`src/verilog/hlc_pkg.sv`:
```
`default_nettype none
package hlc_pkg;
	// ----------------------------------------
	// Widths
	// ----------------------------------------
	localparam int          LC_W          = 13;
	localparam int          AW_W          = 16;
	localparam int          PADDR_W       = 8;
	localparam int          STACK_DEPTH   = 2;
	// ----------------------------------------
	// Register byte offsets
	// ----------------------------------------
	localparam logic [7:0]  OFS_LOOP_COUNT = 8'h00;
	localparam logic [7:0]  OFS_LOOP_END   = 8'h04;
	localparam logic [7:0]  OFS_LOOP_STACK = 8'h08;
	localparam logic [7:0]  OFS_STATUS     = 8'h0c;
	localparam logic [7:0]  OFS_OPMODE     = 8'h10;
	// ----------------------------------------
	// Field positions
	// ----------------------------------------
	localparam int          SW_LF          = 15;
	localparam int          SW_IMASK_HI    = 9;
	localparam int          SW_IMASK_LO    = 8;
	localparam int          SW_LIMIT       = 6;
	localparam int          OMR_NL         = 15;
	localparam int          OMR_CC         = 8;
	// ----------------------------------------
	// Reset values and masks
	// ----------------------------------------
	localparam logic [15:0] SW_RESET       = 16'h0300;
	localparam logic [15:0] SW_VALID_MASK  = 16'h83ff;
	localparam logic [15:0] SW_PEXT_MASK   = 16'h0000;
	localparam logic [1:0]  IMASK_RESET    = 2'h3;
	localparam logic [1:0]  IMASK_ALL      = 2'h1;
	localparam logic [12:0] LC_RESET       = 13'h0000;
	localparam logic [15:0] LA_RESET       = 16'h0000;
	localparam logic [12:0] LC_ONE         = 13'h0001;
endpackage : hlc_pkg
`default_nettype wire
```
`src/verilog/hlc_loop_ctrl.sv`:
```
// The address map and the APB slave port are this design's own decisions.
`timescale 1ns/1ps
`default_nettype none
module hlc_loop_ctrl (
	// APB slave
	input  wire logic                        pclk,
	input  wire logic                        presetn,
	input  wire logic                        psel,
	input  wire logic                        penable,
	input  wire logic                        pwrite,
	input  wire logic [hlc_pkg::PADDR_W-1:0] paddr,
	input  wire logic [31:0]                 pwdata,
	output logic      [31:0]                 prdata,
	output logic                             pready,
	output logic                             pslverr,
	// Fetch stage
	input  wire logic                        fetch_valid,
	input  wire logic [hlc_pkg::AW_W-1:0]    fetch_pc,
	output logic                             branch_valid,
	output logic      [hlc_pkg::AW_W-1:0]    branch_addr,
	// Decoded loop instructions
	input  wire logic                        rep_start,
	input  wire logic [hlc_pkg::LC_W-1:0]    rep_count,
	input  wire logic                        rep_exec,
	output logic                             rep_hold_fetch,
	input  wire logic                        do_start,
	input  wire logic [hlc_pkg::LC_W-1:0]    do_count,
	input  wire logic [hlc_pkg::AW_W-1:0]    do_top_addr,
	input  wire logic [hlc_pkg::AW_W-1:0]    do_end_addr,
	input  wire logic                        loop_exit,
	// Status word traffic
	input  wire logic                        ccr_load,
	input  wire logic [7:0]                  ccr_value,
	input  wire logic                        bus_limit,
	input  wire logic                        rti_restore,
	input  wire logic                        rts_restore,
	input  wire logic [15:0]                 restore_word,
	output logic      [15:0]                 status_word,
	output logic                             status_push_req,
	input  wire logic                        sub_or_int_entry,
	// Towards the interrupt and ALU units
	output logic                             level0_enable,
	output logic                             cc_select,
	output logic                             stack_overflow_irq
);
	import hlc_pkg::*;

	// ----------------------------------------
	// State
	// ----------------------------------------
	typedef struct packed {
		logic [LC_W-1:0] lc;
		logic [AW_W-1:0] la;
		logic            lf;
		logic            nl;
		logic [1:0]      imask;
		logic [7:0]      condition_byte;
		logic            cc_mode;
		logic            cc_eff;
		logic            rep_active;
		logic            br_valid;
		logic [AW_W-1:0] br_addr;
		logic [31:0]     rdata;
		logic            err;
		logic            push_req;
	} hlc_state_t;

	hlc_state_t st;
	hlc_state_t next_st;

	function automatic logic hlc_mapped(input logic [PADDR_W-1:0] a);
		hlc_mapped = (a == OFS_LOOP_COUNT) || (a == OFS_LOOP_END) || (a == OFS_LOOP_STACK)
			|| (a == OFS_STATUS) || (a == OFS_OPMODE);
	endfunction : hlc_mapped

	function automatic logic [15:0] hlc_sw(input hlc_state_t s);
		hlc_sw = {s.lf, 5'h00, s.imask, s.condition_byte};
	endfunction : hlc_sw

	// ----------------------------------------
	// Loop stack
	// ----------------------------------------
	logic            stk_push;
	logic            stk_pop;
	logic [AW_W-1:0] stk_data;
	logic [AW_W-1:0] stk_top;
	logic            stk_empty;
	logic            stk_full;
	logic            stk_ovf;

	hlc_loop_stack u_stack (
		.pclk      (pclk),
		.presetn   (presetn),
		.push      (stk_push),
		.pop       (stk_pop),
		.push_data (stk_data),
		.top       (stk_top),
		.empty     (stk_empty),
		.full      (stk_full),
		.overflow  (stk_ovf)
	);

	// ----------------------------------------
	// Bus decode and loop end detection
	// ----------------------------------------
	logic setup_ph;
	logic acc_wr;
	logic acc_rd;
	logic loop_end;

	assign setup_ph = psel && !penable;
	assign acc_wr   = psel && penable && pwrite && hlc_mapped(paddr);
	assign acc_rd   = psel && penable && !pwrite && hlc_mapped(paddr);
	assign loop_end = st.lf && fetch_valid && (fetch_pc == st.la);

	// Stack write takes the bus, otherwise the loop start
	assign stk_push = do_start || (acc_wr && paddr == OFS_LOOP_STACK);
	assign stk_data = (acc_wr && paddr == OFS_LOOP_STACK) ? pwdata[15:0] : do_top_addr;
	assign stk_pop  = (loop_end && st.lc == LC_ONE) || loop_exit
		|| (acc_rd && paddr == OFS_LOOP_STACK);

	// ----------------------------------------
	// Next state
	// ----------------------------------------
	always_comb begin
		next_st = st;
		next_st.br_valid = 1'b0;
		next_st.push_req = sub_or_int_entry;
		// Mode change reaches the ALU one cycle after the write
		next_st.cc_eff = st.cc_mode;
		// Read data is latched in the setup cycle so prdata comes from a flop
		if (setup_ph) begin
			next_st.err = !hlc_mapped(paddr);
			next_st.rdata = 32'h0000_0000;
			unique case (paddr)
				OFS_LOOP_COUNT: next_st.rdata = {19'h00000, st.lc};
				OFS_LOOP_END:   next_st.rdata = {16'h0000, st.la};
				OFS_LOOP_STACK: next_st.rdata = {16'h0000, stk_top};
				OFS_STATUS:     next_st.rdata = {16'h0000, hlc_sw(st)};
				OFS_OPMODE:     next_st.rdata = {16'h0000, st.nl, 6'h00, st.cc_mode, 8'h00};
				default:        next_st.rdata = 32'h0000_0000;
			endcase
		end
		if (acc_wr) begin
			unique case (paddr)
				OFS_LOOP_COUNT: next_st.lc = pwdata[LC_W-1:0];
				OFS_LOOP_END:   next_st.la = pwdata[AW_W-1:0];
				OFS_LOOP_STACK: begin
					next_st.nl = st.lf;
					next_st.lf = 1'b1;
				end
				OFS_STATUS: begin
					next_st.lf = pwdata[SW_LF];
					next_st.imask = pwdata[SW_IMASK_HI:SW_IMASK_LO];
					next_st.condition_byte = pwdata[7:0];
				end
				OFS_OPMODE: begin
					next_st.nl = pwdata[OMR_NL];
					next_st.cc_mode = pwdata[OMR_CC];
				end
				default: next_st.lc = st.lc;
			endcase
		end
		if (acc_rd && paddr == OFS_LOOP_STACK) begin
			next_st.lf = st.nl;
			next_st.nl = 1'b0;
		end
		// Status word restores from the software stack
		if (rti_restore) begin
			next_st.lf = restore_word[SW_LF];
			next_st.imask = restore_word[SW_IMASK_HI:SW_IMASK_LO];
			next_st.condition_byte = restore_word[7:0];
		end else if (rts_restore) begin
			// Only extension bits move; none exist in this layout today
			next_st.condition_byte = (st.condition_byte & ~SW_PEXT_MASK[7:0]) | (restore_word[7:0] & SW_PEXT_MASK[7:0]);
		end
		if (ccr_load) begin
			next_st.condition_byte = ccr_value;
		end
		// Limiting sets the latch even against a clearing write
		if (bus_limit) begin
			next_st.condition_byte[SW_LIMIT] = 1'b1;
		end
		// Repeat never touches the active flag or the stack
		if (rep_start) begin
			next_st.lc = rep_count;
			next_st.rep_active = (rep_count != LC_RESET);
		end else if (st.rep_active && rep_exec) begin
			if (st.lc == LC_ONE || st.lc == LC_RESET) begin
				next_st.rep_active = 1'b0;
			end else begin
				next_st.lc = st.lc - LC_ONE;
			end
		end
		// Overflowing start leaves the flags as they were
		if (do_start && !stk_full) begin
			next_st.lc = do_count;
			next_st.la = do_end_addr;
			next_st.nl = st.lf;
			next_st.lf = 1'b1;
		end else if (loop_exit) begin
			next_st.lf = st.nl;
			next_st.nl = 1'b0;
		end else if (loop_end) begin
			next_st.br_valid = 1'b1;
			if (st.lc != LC_ONE) begin
				next_st.lc = st.lc - LC_ONE;
				next_st.br_addr = stk_top;
			end else begin
				next_st.lf = st.nl;
				next_st.nl = 1'b0;
				next_st.br_addr = st.la + 16'h0001;
			end
		end
	end

	always_ff @(posedge pclk or negedge presetn) begin
		if (!presetn) begin
			st <= '0;
			st.imask <= IMASK_RESET;
			st.lc <= LC_RESET;
			st.la <= LA_RESET;
		end else begin
			st <= next_st;
		end
	end

	// ----------------------------------------
	// Outputs
	// ----------------------------------------
	assign pready             = 1'b1;
	assign prdata             = st.rdata;
	assign pslverr            = psel && penable && st.err;
	assign branch_valid       = st.br_valid;
	assign branch_addr        = st.br_addr;
	assign rep_hold_fetch     = st.rep_active;
	assign status_word        = hlc_sw(st) & SW_VALID_MASK;
	assign status_push_req    = st.push_req;
	assign level0_enable      = (st.imask == IMASK_ALL);
	assign cc_select          = st.cc_eff;
	assign stack_overflow_irq = stk_ovf;
endmodule : hlc_loop_ctrl
`default_nettype wire

```
`src/verilog/hlc_loop_stack.sv`:
```
`timescale 1ns/1ps
`default_nettype none
module hlc_loop_stack
	import hlc_pkg::*;
(
	// Clock and reset
	input  wire logic            pclk,
	input  wire logic            presetn,
	// Stack operations
	input  wire logic            push,
	input  wire logic            pop,
	input  wire logic [AW_W-1:0] push_data,
	// Stack state
	output logic      [AW_W-1:0] top,
	output logic                 empty,
	output logic                 full,
	output logic                 overflow
);
	typedef struct packed {
		logic [1:0][AW_W-1:0] ent;
		logic [1:0]           cnt;
	} hlc_stk_t;

	hlc_stk_t st;
	hlc_stk_t next_st;

	assign empty    = (st.cnt == 2'h0);
	assign full     = (st.cnt == 2'h2);
	assign top      = empty ? 16'h0000 : st.ent[st.cnt - 2'h1];
	assign overflow = push && full;

	always_comb begin
		next_st = st;
		if (push && !full) begin
			next_st.ent[st.cnt[0]] = push_data;
			next_st.cnt = st.cnt + 2'h1;
		end else if (pop && !empty) begin
			next_st.cnt = st.cnt - 2'h1;
		end
	end

	always_ff @(posedge pclk or negedge presetn) begin
		if (!presetn) begin
			st <= '0;
		end else begin
			st <= next_st;
		end
	end
endmodule : hlc_loop_stack
`default_nettype wire

```
`config.mk`:
```
export PLATFORM = sky130hd
export DESIGN_NAME = hlc_loop_ctrl
export DESIGN_NICKNAME = d
export VERILOG_FILES = /design/src/verilog/hlc_pkg.sv /design/src/verilog/hlc_loop_ctrl.sv /design/src/verilog/hlc_loop_stack.sv
export SDC_FILE = /design/constraint.sdc
export NUM_CORES = 1
export LEC_CHECK = 0
export BUFFER_PORTS_ARGS = -buffer_cell sky130_fd_sc_hd__buf_2
export CORE_MARGIN = 2
export CORE_UTILIZATION = 40
export CTS_BUF_LIST = sky130_fd_sc_hd__clkbuf_4 sky130_fd_sc_hd__clkbuf_8 sky130_fd_sc_hd__clkbuf_16
export DETAILED_ROUTE_END_ITERATION = 8
export GPL_TIMING_DRIVEN = 0
export PLACE_DENSITY = 0.71
export SYNTH_ARGS = -nofsm -noshare
export SYNTH_HDL_FRONTEND = slang
export SYNTH_HIERARCHICAL = 1
export SYNTH_SLANG_ARGS = --single-unit
```
`constraint.sdc`:
```
create_clock -name pclk -period 4.65 [get_ports pclk]
set_input_delay 0.93 -clock pclk [delete_from_list [all_inputs] [get_ports pclk]]
set_output_delay 0.93 -clock pclk [all_outputs]
set_load 0.01 [all_outputs]
```
Yosys cells after proc, flatten, opt, wreduce, memory -nomap -nowiden
Index checks and enable logic that the tools add are counted.
{"block": "op_classes", "add_sub_neg": 4, "mux": 43, "order_cmp": 3, "bitwise": 2, "reduce_logical": 53, "eq_ne": 11}
{"operator": "two-way mux 16 bit", "n": 8}
{"operator": "two-way mux 13 bit", "n": 8}
{"operator": "one-hot mux 16 bit (5 select lines)", "n": 1}
{"operator": "two-way mux 17 bit", "n": 3}
{"operator": "two-way mux 42 bit", "n": 1}
{"operator": "bitwise mux 32 bit", "n": 1}
{"operator": "two-way mux 8 bit", "n": 3}
{"operator": "logical AND 1 bit", "n": 18}
{"operator": "adder 16 x 1 -> 16 bit, second input constant", "n": 1}
{"operator": "demux 16 bit (select 1 bit)", "n": 1}
{"operator": "equality test 16 bit", "n": 1}
{"operator": "equality test 8 x 4 -> 1 bit, second input constant", "n": 2}
{"operator": "two-way mux 2 bit", "n": 8}
{"operator": "nonzero test 2 bit", "n": 7}
{"operator": "equality test 13 x 1 -> 1 bit, second input constant", "n": 1}
{"operator": "zero test 13 bit", "n": 1}
{"operator": "!= test 13 x 1 -> 1 bit, second input constant", "n": 1}
{"operator": "nonzero test 13 bit", "n": 1}
{"operator": "subtractor 13 x 1 -> 13 bit, second input constant", "n": 1}
{"operator": "two-way mux 10 bit", "n": 1}
{"operator": "AND reduction 3 bit", "n": 3}
{"operator": "equality test 8 x 3 -> 1 bit, second input constant", "n": 1}
{"operator": "equality test 8 x 5 -> 1 bit, second input constant", "n": 1}
{"operator": "zero test 8 bit", "n": 1}
{"operator": "other kinds (18)", "n": 41}
{"block": "totals", "wordCells": 134, "reg_bits": 129, "input_bits": 153}

Logic depth before layout (Yosys ltp)
Gate-level depths: netlist of run 1.
{"block": "depth", "word_depth": 14, "mapped_depth": 12, "ltp_nobuf": 10}

By module
The synthesis of run 1 kept the hierarchy.
{"module": "hlc_loop_ctrl", "seq_area_each_um2": 1979.4, "n_inst": 1, "cells_per_inst": 699, "area_per_inst_um2": 6104.6}
{"module": "hlc_loop_stack", "seq_area_each_um2": 850.8, "n_inst": 1, "cells_per_inst": 119, "area_per_inst_um2": 1625.3}

Worst setup path before layout of run 1
OpenSTA, ideal clock, no wires.
{"block": "synth_timing", "path_kind": "input-to-output", "from": "input port paddr[1] (netlist name)", "to": "output port stack_overflow_irq", "arrival_time_ns": 2.311, "t_required_ns": 3.720, "cell_stages": 7, "slack_ns": 1.409, "path_buffers": 1, "path_cell_list": "nor4_1 -> nand4_1 -> nor2_1 -> nand2_1 -> clkbuf_1 -> nand2b_1 -> and2_1"}
{"block": "synth_via", "elab_chain_cells": 9}
{"item": "start, declared", "line": "hlc_loop_ctrl.sv:11", "source": "input wire logic [hlc_pkg::PADDR_W-1:0] paddr,"}
{"item": "equality test 8 x 3 -> 1 bit / zero test 8 bit (equally long branches)", "line": "hlc_loop_ctrl.sv:72", "source": "hlc_mapped = (a == OFS_LOOP_COUNT) || (a == OFS_LOOP_END) || (a == OFS_LOOP_STACK)"}
{"item": "logical OR 1 bit (2 in a row)", "line": "hlc_loop_ctrl.sv:72"}
{"item": "logical OR 1 bit (2 in a row)", "line": "hlc_loop_ctrl.sv:73", "source": "|| (a == OFS_STATUS) || (a == OFS_OPMODE);"}
{"item": "logical AND 1 bit", "line": "hlc_loop_ctrl.sv:112", "source": "assign acc_wr = psel && penable && pwrite && hlc_mapped(paddr);"}
{"item": "logical AND 1 bit *", "line": "hlc_loop_ctrl.sv:117", "source": "assign stk_push = do_start || (acc_wr && paddr == OFS_LOOP_STACK);"}
{"item": "logical OR 1 bit *", "line": "hlc_loop_ctrl.sv:117"}
{"item": "named net stk_push", "line": "hlc_loop_ctrl.sv:83", "source": "logic stk_push;"}
{"item": "logical AND 1 bit *", "line": "hlc_loop_stack.sv:30", "source": "assign overflow = push && full;"}
{"item": "end, declared", "line": "hlc_loop_ctrl.sv:44", "source": "output logic stack_overflow_irq"}
Mark *: on every way through the listed nets, which the timed path passes. The rest lies on a longest branch.

Worst setup path in the final report of run 1
Ends and elaborated chain as after synthesis.

==> results.json, run 1 <==
{
  "synth.avg_cell_area_um2": 9.45,
  "status": "finished clean",
  "hpwl_mm": 19.9,
  "ys_top_cells_by_count": "dfrtp_1 (111), nand2_1 (96), buf_4 (67), mux2_2 (57), nor2_1 (55)",
  "yosysWarningCount": 6,
  "h-tree-depth": 4,
  "yosysMostFrequentCell": "dfrtp_1",
  "path_clk_slew_ns": 0.05,
  "cts.path.max_buffers": 2,
  "fin_worst_skew_ns": 0.00857,
  "ys.flop_type": "dfrtp_1",
  "areaGrowthSynthToFinish_pct": 24.5,
  "cpPeakStageDelay_ns": 0.44,
  "powerDensity_nw_per_um2": 488,
  "cts_buffers": 17,
  "wl_mm": 25.5,
  "nets": 1194,
  "crit_chain": "buf_2, nor4_1, nand4_1, nor2_1, nand2_1, clkbuf_1, nand2b_1, and2_1, buf_2",
  "cts.sinks": 113,
  "setup_violations": 0,
  "endpoint": "stack_overflow_irq",
  "critPathArrivalTime_ns": 3.22,
  "cts_resized": 0,
  "grt_first_pass_wirelength_mm": 38.8,
  "maxCapViolCount": 0,
  "die_width_um": 143,
  "fp.coreArea_um2": 18800,
  "grt_pass1_vias": 6961,
  "drc": 0,
  "synth_top_area_share_pct": 35.9,
  "fin_crit_sh_pct": 89.4,
  "die_area_um2": 20500,
  "yosys.area.top_type": "dfrtp_1",
  "die_h_um": 143,
  "root_buffer": "clkbuf_16",
  "critPathKind": "input pin to output port",
  "numPortBuffers": 177,
  "async_flop_share_pct": 100,
  "crit_start": "paddr[1]",
  "seq_area_frac_synth_pct": 36.6,
  "tightest_slew_ns": 1.19,
  "ios": 225,
  "power.total_uw": 4700,
  "cp-start-kind": "input pin",
  "drtIter0Drc": 782,
  "rr_endpoint": "branch_addr[15]$_DFFE_PN0P_",
  "slew_violations": 0,
  "overflow": 0,
  "ir_drop_v": 0.000325,
  "reg2reg_from": "st[72]$_DFFE_PN0P_",
  "synth_edf_count": 0,
  "vias_per_cell": 5.39,
  "min_period_ns": 4.15,
  "vias": 7032,
  "grt_start_max_net_pins": 66,
  "wl_per_cell_um": 19.5,
  "slowest_stage": "nor4_1",
  "finish.utilization_pct": 51.1,
  "required_ns": 3.72,
  "slew_headroom_pct": 20.6,
  "netlist_area_um2": 7730,
  "start_util_pct": 41.0,
  "grt_use_total_pct": 25.3,
  "drive_above_1_share_pct": 36.2,
  "rr_worst_depth": 8,
  "rsz0062_at_grt": "no",
  "p_leak_uw": 0.00455,
  "cts_tree": "built",
  "max_freq_ghz": 0.241,
  "synth_area_leaders": "dfrtp_1 (36%), mux2_2 (8.3%), buf_4 (6.5%)",
  "cp_max_fo": 10,
  "antenna_found_initial": 0,
  "gp_congestion": 0.932,
  "synth.distinct_cells": 64,
  "cp_common_cell": "buf_2",
  "setup_tns_ns": 0,
  "hold_path.class": "input pin to async pin",
  "cp-end-kind": "output port",
  "first_pass_iters": 7,
  "diodes": 0,
  "final_antenna_net_count": 0,
  "ctsHoldBuffers": 0,
  "post_cts_buffers": 0,
  "synthCells": 818,
  "num_rows": 50,
  "clk_latency_ns": 0.42,
  "ys_ff_latch": 113,
  "hold_violations": 0,
  "reg2reg_slack_ns": 1.31
}
## power breakdown
| group | switching, uW | internal (uW) |
|---|---|---|
| clock network | 444 | 835 |
| registers | 280 | 1260 |
| logic | 1030 | 840 |
## how the worst min path moves through the flow
stage	cells after the start	startpoint	slack, ns	end
after global routing	1	presetn	0.48	st[91]$_DFF_PN0_
final	1	presetn	0.45	st[91]$_DFF_PN0_
after detailed placement	2	prdata[8]$_DFFE_PN0P_	0.47	prdata[8]$_DFFE_PN0P_
after global placement	2	prdata[8]$_DFFE_PN0P_	0.47	prdata[8]$_DFFE_PN0P_
after CTS	1	presetn	0.46	st[91]$_DFF_PN0_
after floorplan	0	next_st[52]$_DFFE_PN0P_	0.36	cc_select$_DFF_PN0_
## cell type report
class / count / area (um^2)
timing repair buffer: 178 / 920
tap: 260 / 325
clock buffer: 23 / 489
sequential: 113 / 2830
multi-input combinational: 596 / 4170
buffer: 119 / 766
clock inverter: 6 / 82.6
inverter: 10 / 40.0
fill: 1760 / 9210
## cells in the final DEF (no fill, tap or decap), types with 8 or more instances in the layout
master	synthesis	layout
a211oi_1	8	8
a21oi_1	22	22
a22o_1	10	10
a31oi_1	14	14
and3_1	9	9
buf_2	6	182
buf_4	67	67
clkbuf_1	34	34
clkbuf_16	0	17
conb_1	2	22
dfrtp_1	111	111
inv_1	9	9
mux2_2	57	57
mux2_4	10	10
mux2i_1	42	42
mux4_2	10	10
nand2_1	96	96
nand2b_1	9	9
nand3_1	27	27
nand4_1	8	8
nor2_1	55	55
nor2b_1	10	10
nor3_1	12	12
nor4_1	10	10
o21ai_0	50	50
xnor2_1	23	23
xor2_1	17	17
## state kept, by name (all words and copies together) (netlist names)
name,cells
branch_addr,16
branch_valid,1
cc_select,1
next_st,1
prdata,16
rep_hold_fetch,1
st,31
status_push_req,1
status_word,11
u_stack/st,34
## through the flow
| stage | instance area, um^2 | worst slack [ns] | std cells | hold slack [ns] |
|---|---|---|---|---|
| 2_1_floorplan | 7800 | 1.41 | 838 | 0.362 |
| 5_1_grt | 9620 | 0.314 | 1305 | 0.475 |
| 6_report | 9620 | 0.495 | 1305 | 0.451 |
| 3_5_place_dp | 9050 | 0.540 | 1276 | 0.472 |
| 4_1_cts | 9620 | 0.568 | 1305 | 0.455 |
| 3_3_place_gp | 9020 | 0.561 | 1275 | 0.466 |
## kinds of logic after synthesis
family	count (synthesis)	share of synthesized area, %
AND/OR/NAND/NOR	273	17.7
AO/OA/AOI/OAI	136	11.1
buffers and inverters	129	10.4
multiplexers	119	18.6
flip-flops	113	36.6
XOR/XNOR	40	4.53
adder cells (fa/ha/maj)	6	0.971
other	2	0.0972
## critical path: cells and delay by family
kind	cells	cell delay, ns
buffers and inverters	3	0.60
AND/OR/NAND/NOR	6	1.69
## layer usage
| layer | routed length (um) | up-vias | GRT usage, % |
|---|---|---|---|
| met3 | 2060 | 61 | 5.26 |
| met2 | 11800 | 349 | 39.3 |
| met1 | 10800 | 3365 | 34.7 |
| li1 | - | 3257 | - |
| met5 | 0 | - | 0 |
| met4 | 866 | 0 | 10.1 |
Note: power is estimated with default switching activity, not from simulation.
==> inputs of run 2 (changes only) <==
--- a/config.mk
+++ b/config.mk
@@ -10,4 +10,5 @@
 export CORE_UTILIZATION = 40
 export CTS_BUF_LIST = sky130_fd_sc_hd__clkbuf_4 sky130_fd_sc_hd__clkbuf_8 sky130_fd_sc_hd__clkbuf_16
+export CTS_CLUSTER_SIZE = 40
 export DETAILED_ROUTE_END_ITERATION = 8
 export GPL_TIMING_DRIVEN = 0
==> constraint.sdc (replaced) <==
create_clock -name pclk -period 4.65 [get_ports pclk]
set_input_delay 0.465 -clock pclk [delete_from_list [all_inputs] [get_ports pclk]]
set_output_delay 0.465 -clock pclk [all_outputs]
set_load 0.01 [all_outputs]
==> run 2 against run 1 <==
- utilization increased by 0.053 points
- critical path type is now register to register
- sequential share of layout area hardly changed
- register-to-register slack is essentially flat
- largest power group unchanged
- setup slack improved by 0.81 ns
- critical endpoint is now branch_addr[15]$_DFFE_PN0P_
- maximum frequency increased by 24%
- hold slack lost 0.29 ns
- via count fell by 0.31%
==> results.json, run 2 (synthesis results as in run 1) <==
{
  "wl_per_cell_um": 19.5,
  "drtIter0Drc": 691,
  "reg2reg_slack_ns": 1.31,
  "cp_max_fo": 10,
  "largest_reg_flops": 34,
  "cts_resized": 0,
  "final_cell_mix": "buf_2 (182), dfrtp_1 (111), nand2_1 (96), buf_4 (67), mux2_2 (57)",
  "top_register": "u_stack/st",
  "gp_congestion": 0.932,
  "hpwl_mm": 19.9,
  "fin_cells": 1306,
  "powerDensity_nw_per_um2": 488,
  "diodes": 0,
  "switching_share_pct": 37.4,
  "dp_slack_ns": 1.01,
  "final_common_cell": "buf_2",
  "grt_first_pass_wirelength_mm": 38.8,
  "cp-end-kind": "register",
  "fin_worst_skew_ns": 0.00999,
  "cp-start-kind": "register",
  "reg.largest.list": "u_stack/st: 34 flops, st: 31 flops",
  "hold_slack_ns": 0.160,
  "die_width_um": 143,
  "antenna_found_initial": 0,
  "cts_tree": "built",
  "rsz0062_at_grt": "no",
  "setup_violations": 0,
  "rr_worst_depth": 8,
  "drive_above_1_share_pct": 36.1,
  "h-tree-depth": 4,
  "crit_start": "st[72]$_DFFE_PN0P_",
  "p_int_uw": 2940,
  "grt_pass1_vias": 6963,
  "hold_violations": 0,
  "crit_chain": "clkbuf_1, xnor2_1, nand4_1, nor3_1, and3_1, clkbuf_1, buf_2, mux2_2",
  "p_switching_uw": 1760,
  "first_pass_iters": 6,
  "fp.coreArea_um2": 18800,
  "die_h_um": 143,
  "setup_tns_ns": 0,
  "wl_mm": 25.5,
  "critPathKind": "register to register",
  "overflow": 0,
  "cts.sinks": 113,
  "cts_buffers": 17,
  "max_freq_ghz": 0.299,
  "fin_ws_ns": 1.31,
  "required_ns": 4.95,
  "tightest_slew_ns": 1.20,
  "hold_path.class": "input pin to register",
  "final_antenna_net_count": 0,
  "die_area_um2": 20500,
  "ir_drop_v": 0.000327,
  "maxCapViolCount": 0,
  "grt_use_total_pct": 25.3,
  "placed_cells": 1276,
  "start_util_pct": 41.0,
  "vias_per_cell": 5.37,
  "post_cts_buffers": 0,
  "cp_common_cell": "clkbuf_1",
  "pwr-share-comb_pct": 39.8,
  "drc": 0,
  "reg2reg_from": "st[72]$_DFFE_PN0P_",
  "nets": 1195,
  "slew_violations": 0,
  "status": "finished clean",
  "numPortBuffers": 177,
  "vias": 7010,
  "num_rows": 50,
  "cpPeakStageDelay_ns": 0.96,
  "clk_latency_ns": 0.42,
  "grt_start_max_net_pins": 66,
  "rr_endpoint": "branch_addr[15]$_DFFE_PN0P_",
  "power_frac_clock_pct": 27.3,
  "slowest_stage": "nor3_1",
  "slew_headroom_pct": 19.4,
  "p_leak_uw": 0.00455,
  "p_seq_share_pct": 32.9,
  "root_buffer": "clkbuf_16",
  "path_clk_slew_ns": 0.05,
  "power.total_uw": 4700,
  "fin_crit_sh_pct": 71.8,
  "endpoint": "branch_addr[15]$_DFFE_PN0P_",
  "ios": 225,
  "ctsHoldBuffers": 1,
  "critPathArrivalTime_ns": 3.64,
  "min_period_ns": 3.34,
  "areaGrowthSynthToFinish_pct": 24.6,
  "cts.path.max_buffers": 2
}
## run 2: cell types whose count changed in the layout (fill, tap and decap cells not counted), sizes merged
| cell | delta |
|---|---|
| dlygate4sd3 | +1 |
## run 2: worst max-delay path: cells and delay by family, from the launching register on
family	cells	cell delay, ns
xor gates and xnor gates	1	0.18
muxes	1	0.37
DFF	1	0.32
and+or+nand+nor	3	1.39
buffers and inverters	3	0.95
## run 2: cell type report
type	count	area, um^2
fillers	1761	9200
flip-flops and latches	113	2830
well taps	260	325
clock buffers	23	489
plain buffers	119	766
inverters	10	40.0
clock inverters	6	82.6
multi-input cells	596	4170
repair buffers	179	930
## run 2: how the worst min path moves through the flow
stage	from	to	depth (start not counted)
floorplan	presetn	branch_addr[0]$_DFFE_PN0P_	0
global placement	prdata[8]$_DFFE_PN0P_	prdata[8]$_DFFE_PN0P_	2
detailed placement	presetn	st[86]$_DFF_PN0_	1
CTS	sub_or_int_entry	status_push_req$_DFF_PN0_	1
global route	sub_or_int_entry	status_push_req$_DFF_PN0_	1
finish	sub_or_int_entry	status_push_req$_DFF_PN0_	1
## run 2: power groups by stage
stage               registers, uW  clock network, uW  logic [uW]
finish                       1540               1280        1870
global route                 1570               1340        2020
CTS                          1530               1290        1840
detailed placement           1550                  0        1820
global placement             1530                  0        1790
floorplan                    1430                  0        1320
## run 2: stage by stage
stage,instance area [um^2],util [%]
after floorplan,7800,-
after global placement,9020,47.9
after detailed placement,9050,48.1
after CTS,9630,51.1
after global routing,9630,51.1
final,9630,51.1
## run 2: routing by layer
layer  vias to the layer above  track usage, %  routed length, um
met5                         -               0                  0
met4                         0            10.1                874
met3                        66            5.26               1990
met2                       325            39.3              11800
met1                      3359            34.7              10900
li1                       3260               -                  -
==> inputs of run 3 (changes only) <==
ABC_AREA = 1   (was default)
PLACE_DENSITY = 0.73   (was 0.71)
clock period = 2.9 ns   (was 4.65 ns; I/O delays follow)
==> run 3 against run 2 <==
- critical path depth is 6 higher
- final cell count is 36% higher
- die area is 9.9% higher
- via count is 29% higher
- critical endpoint is now stack_overflow_irq
- highest routed layer unchanged
==> results.json, run 3 <==
{
  "antenna_found_initial": 0,
  "ys_ff_latch": 113,
  "areaGrowthSynthToFinish_pct": 23.3,
  "critPathKind": "input pin to output port",
  "ys_top_cells_by_count": "nand2_1 (413), inv_1 (145), nor2_1 (130), dfrtp_1 (111), buf_4 (68)",
  "grt_start_max_net_pins": 75,
  "ys.flop_type": "dfrtp_1",
  "final_antenna_net_count": 0,
  "top_register": "u_stack/st",
  "first_pass_iters": 5,
  "setup_tns_ns": 0,
  "critPathBufInv": 6,
  "grt_pass1_vias": 8391,
  "seq_area_frac_synth_pct": 33.2,
  "start_util_pct": 40.7,
  "yosysMostFrequentCell": "nand2_1",
  "hold_violations": 0,
  "wl_mm": 29.2,
  "fillers": 2139,
  "overflow": 0,
  "reg.largest.list": "u_stack/st: 34 flops, st: 31 flops",
  "cts_buffers": 17,
  "final_common_cell": "nand2_1",
  "num_rows": 53,
  "diodes": 0,
  "final_cell_mix": "nand2_1 (413), buf_2 (195), inv_1 (145), nor2_1 (129), dfrtp_1 (111)",
  "largest_reg_flops": 34,
  "h-tree-depth": 4,
  "slew_headroom_pct": 51.7,
  "min_period_ns": 2.64,
  "fin_worst_skew_ns": 0.00523,
  "wl_per_cell_um": 16.4,
  "cts_tree": "built",
  "fp.coreArea_um2": 21000,
  "crit_chain": "buf_2, inv_1, nand2_1, nor3_1, nand2_1, nand3_2, nand2_2, inv_1, nand2_1, buf_2, nand2_1, nand2_1, inv_1, buf_2",
  "synth_top_area_share_pct": 32.6,
  "max_freq_ghz": 0.379,
  "die_width_um": 150,
  "cts.path.max_buffers": 2,
  "fin_crit_sh_pct": 91.0,
  "post_cts_buffers": 0,
  "yosysWarningCount": 6,
  "die_h_um": 150,
  "cp_common_cell": "nand2_1",
  "required_ns": 2.61,
  "netlist_area_um2": 8520,
  "die_area_um2": 22500,
  "hold_slack_ns": 0.0619,
  "synth.distinct_cells": 46,
  "slowest_stage": "nor3_1",
  "nets": 1648,
  "p_leak_uw": 0.00578,
  "path_clk_slew_ns": 0.06,
  "cp-start-kind": "input pin",
  "drtIter0Drc": 657,
  "clk_latency_ns": 0.43,
  "synth_area_leaders": "dfrtp_1 (33%), nand2_1 (18%), inv_1 (6.4%)",
  "cp-end-kind": "output port",
  "setup_violations": 0,
  "cts.sinks": 113,
  "grt_first_pass_wirelength_mm": 44.5,
  "status": "finished clean",
  "ios": 225,
  "async_flop_share_pct": 100,
  "numPortBuffers": 180,
  "critical_path.top_delay_family": "simple AND/OR/NAND/NOR gates",
  "hold_path.class": "input pin to register",
  "maxCapViolCount": 0,
  "root_buffer": "clkbuf_16",
  "tightest_slew_ns": 0.724,
  "cpPeakStageDelay_ns": 0.29,
  "slew_violations": 0,
  "synth_edf_count": 0,
  "cp_max_fo": 10,
  "critPathArrivalTime_ns": 2.35,
  "hpwl_mm": 23.3,
  "synth.avg_cell_area_um2": 6.73,
  "synthCells": 1267,
  "rsz0062_at_grt": "no",
  "vias_per_cell": 5.08,
  "grt_use_total_pct": 26.2,
  "powerDensity_nw_per_um2": 738,
  "drive_above_1_share_pct": 27.8,
  "gp_congestion": 0.956,
  "ir_drop_v": 0.000346,
  "vias": 9025,
  "drc": 0,
  "yosys.area.top_type": "dfrtp_1"
}
==> run 3: power by group <==
part / leakage [uW] / total [uW] / switching (uW) / internal [uW]
combinational: 0.00410 / 3170 / 2050 / 1120
clock: 0.000287 / 2190 / 836 / 1360
sequential: 0.00140 / 2390 / 408 / 1980
==> run 3: worst paths after layout <==
check | from | depth (start not counted) | slack (ns) | to
min in group asynchronous | presetn | 2 | 0.33 | status_push_req$_DFF_PN0_
hold / removal | do_count[5] | 3 | 0.06 | st[87]$_DFF_PN0_
hold reg to reg | next_st[52]$_DFFE_PN0P_ | 0 | 0.46 | cc_select$_DFF_PN0_
setup / recovery | paddr[6] | 14 | 0.26 | stack_overflow_irq
setup reg to reg | u_stack/st[0]$_DFFE_PN0P_ | 9 | 0.31 | st[73]$_DFFE_PN0P_
max in group asynchronous | presetn | 3 | 1.82 | status_word[9]$_DFFE_PN1P_
==> run 3: per-layer routing <==
layer	GRT usage, %	part of all wire, %	up-vias	wire length, um
li1	-	-	4347	-
met1	35.3	42	4164	12200
met2	41.0	46	449	13300
met3	4.94	8.9	65	2600
met4	11.0	3.8	0	1110
met5	0	0	-	0
==> run 3: logic make-up after synthesis <==
logic type	after synthesis	synth area share (%)
other cells	2	0.0881
buf+inv	270	16.1
flops	113	33.2
simple gates	663	33.1
compound gates	191	14.3
fa+ha+maj	6	0.881
xor+xnor	22	2.26
==> run 3: area by class of cell <==
type | instances | area [um^2] | share of cell area (%)
inverters | 161 | 609 | 5.80
clock buffers | 17 | 425 | 4.05
multi-input cells | 904 | 4400 | 41.9
plain buffers | 109 | 759 | 7.23
repair buffers | 183 | 955 | 9.09
well taps | 275 | 344 | 3.28
clock inverters | 15 | 183 | 1.74
flip-flops and latches | 113 | 2830 | 26.9
==> run 3: repair_timing <==
action | in CTS | in global routing
setup endpoints to repair | 0 | 4
gates resized for setup | 0 | 1
hold endpoints to repair | 40 | 0
hold buffers | 2 | 0
==> run 3: worst register-to-register path: stages (launching register included) <==
cell and delay (ns):
dfrtp_1 0.32, buf_4 0.18, inv_4 0.09, buf_4 0.20, ha_1 0.29, nor2_2 0.40
inv_1 0.13, buf_2 0.22, nand3_1 0.40, o221ai_1 0.21
==> run 3: through the flow <==
step	instances	area, um^2	util [%]	power, uW	setup slack [ns]
2_1_floorplan	1287	8600	-	4460	0.768
3_3_place_gp	1742	9840	47.0	5430	0.113
3_5_place_dp	1743	9870	47.1	5480	0.125
4_1_cts	1777	10500	50.1	7680	0.169
5_1_grt	1777	10500	50.1	8220	0.121
6_report	1777	10500	50.1	7750	0.260
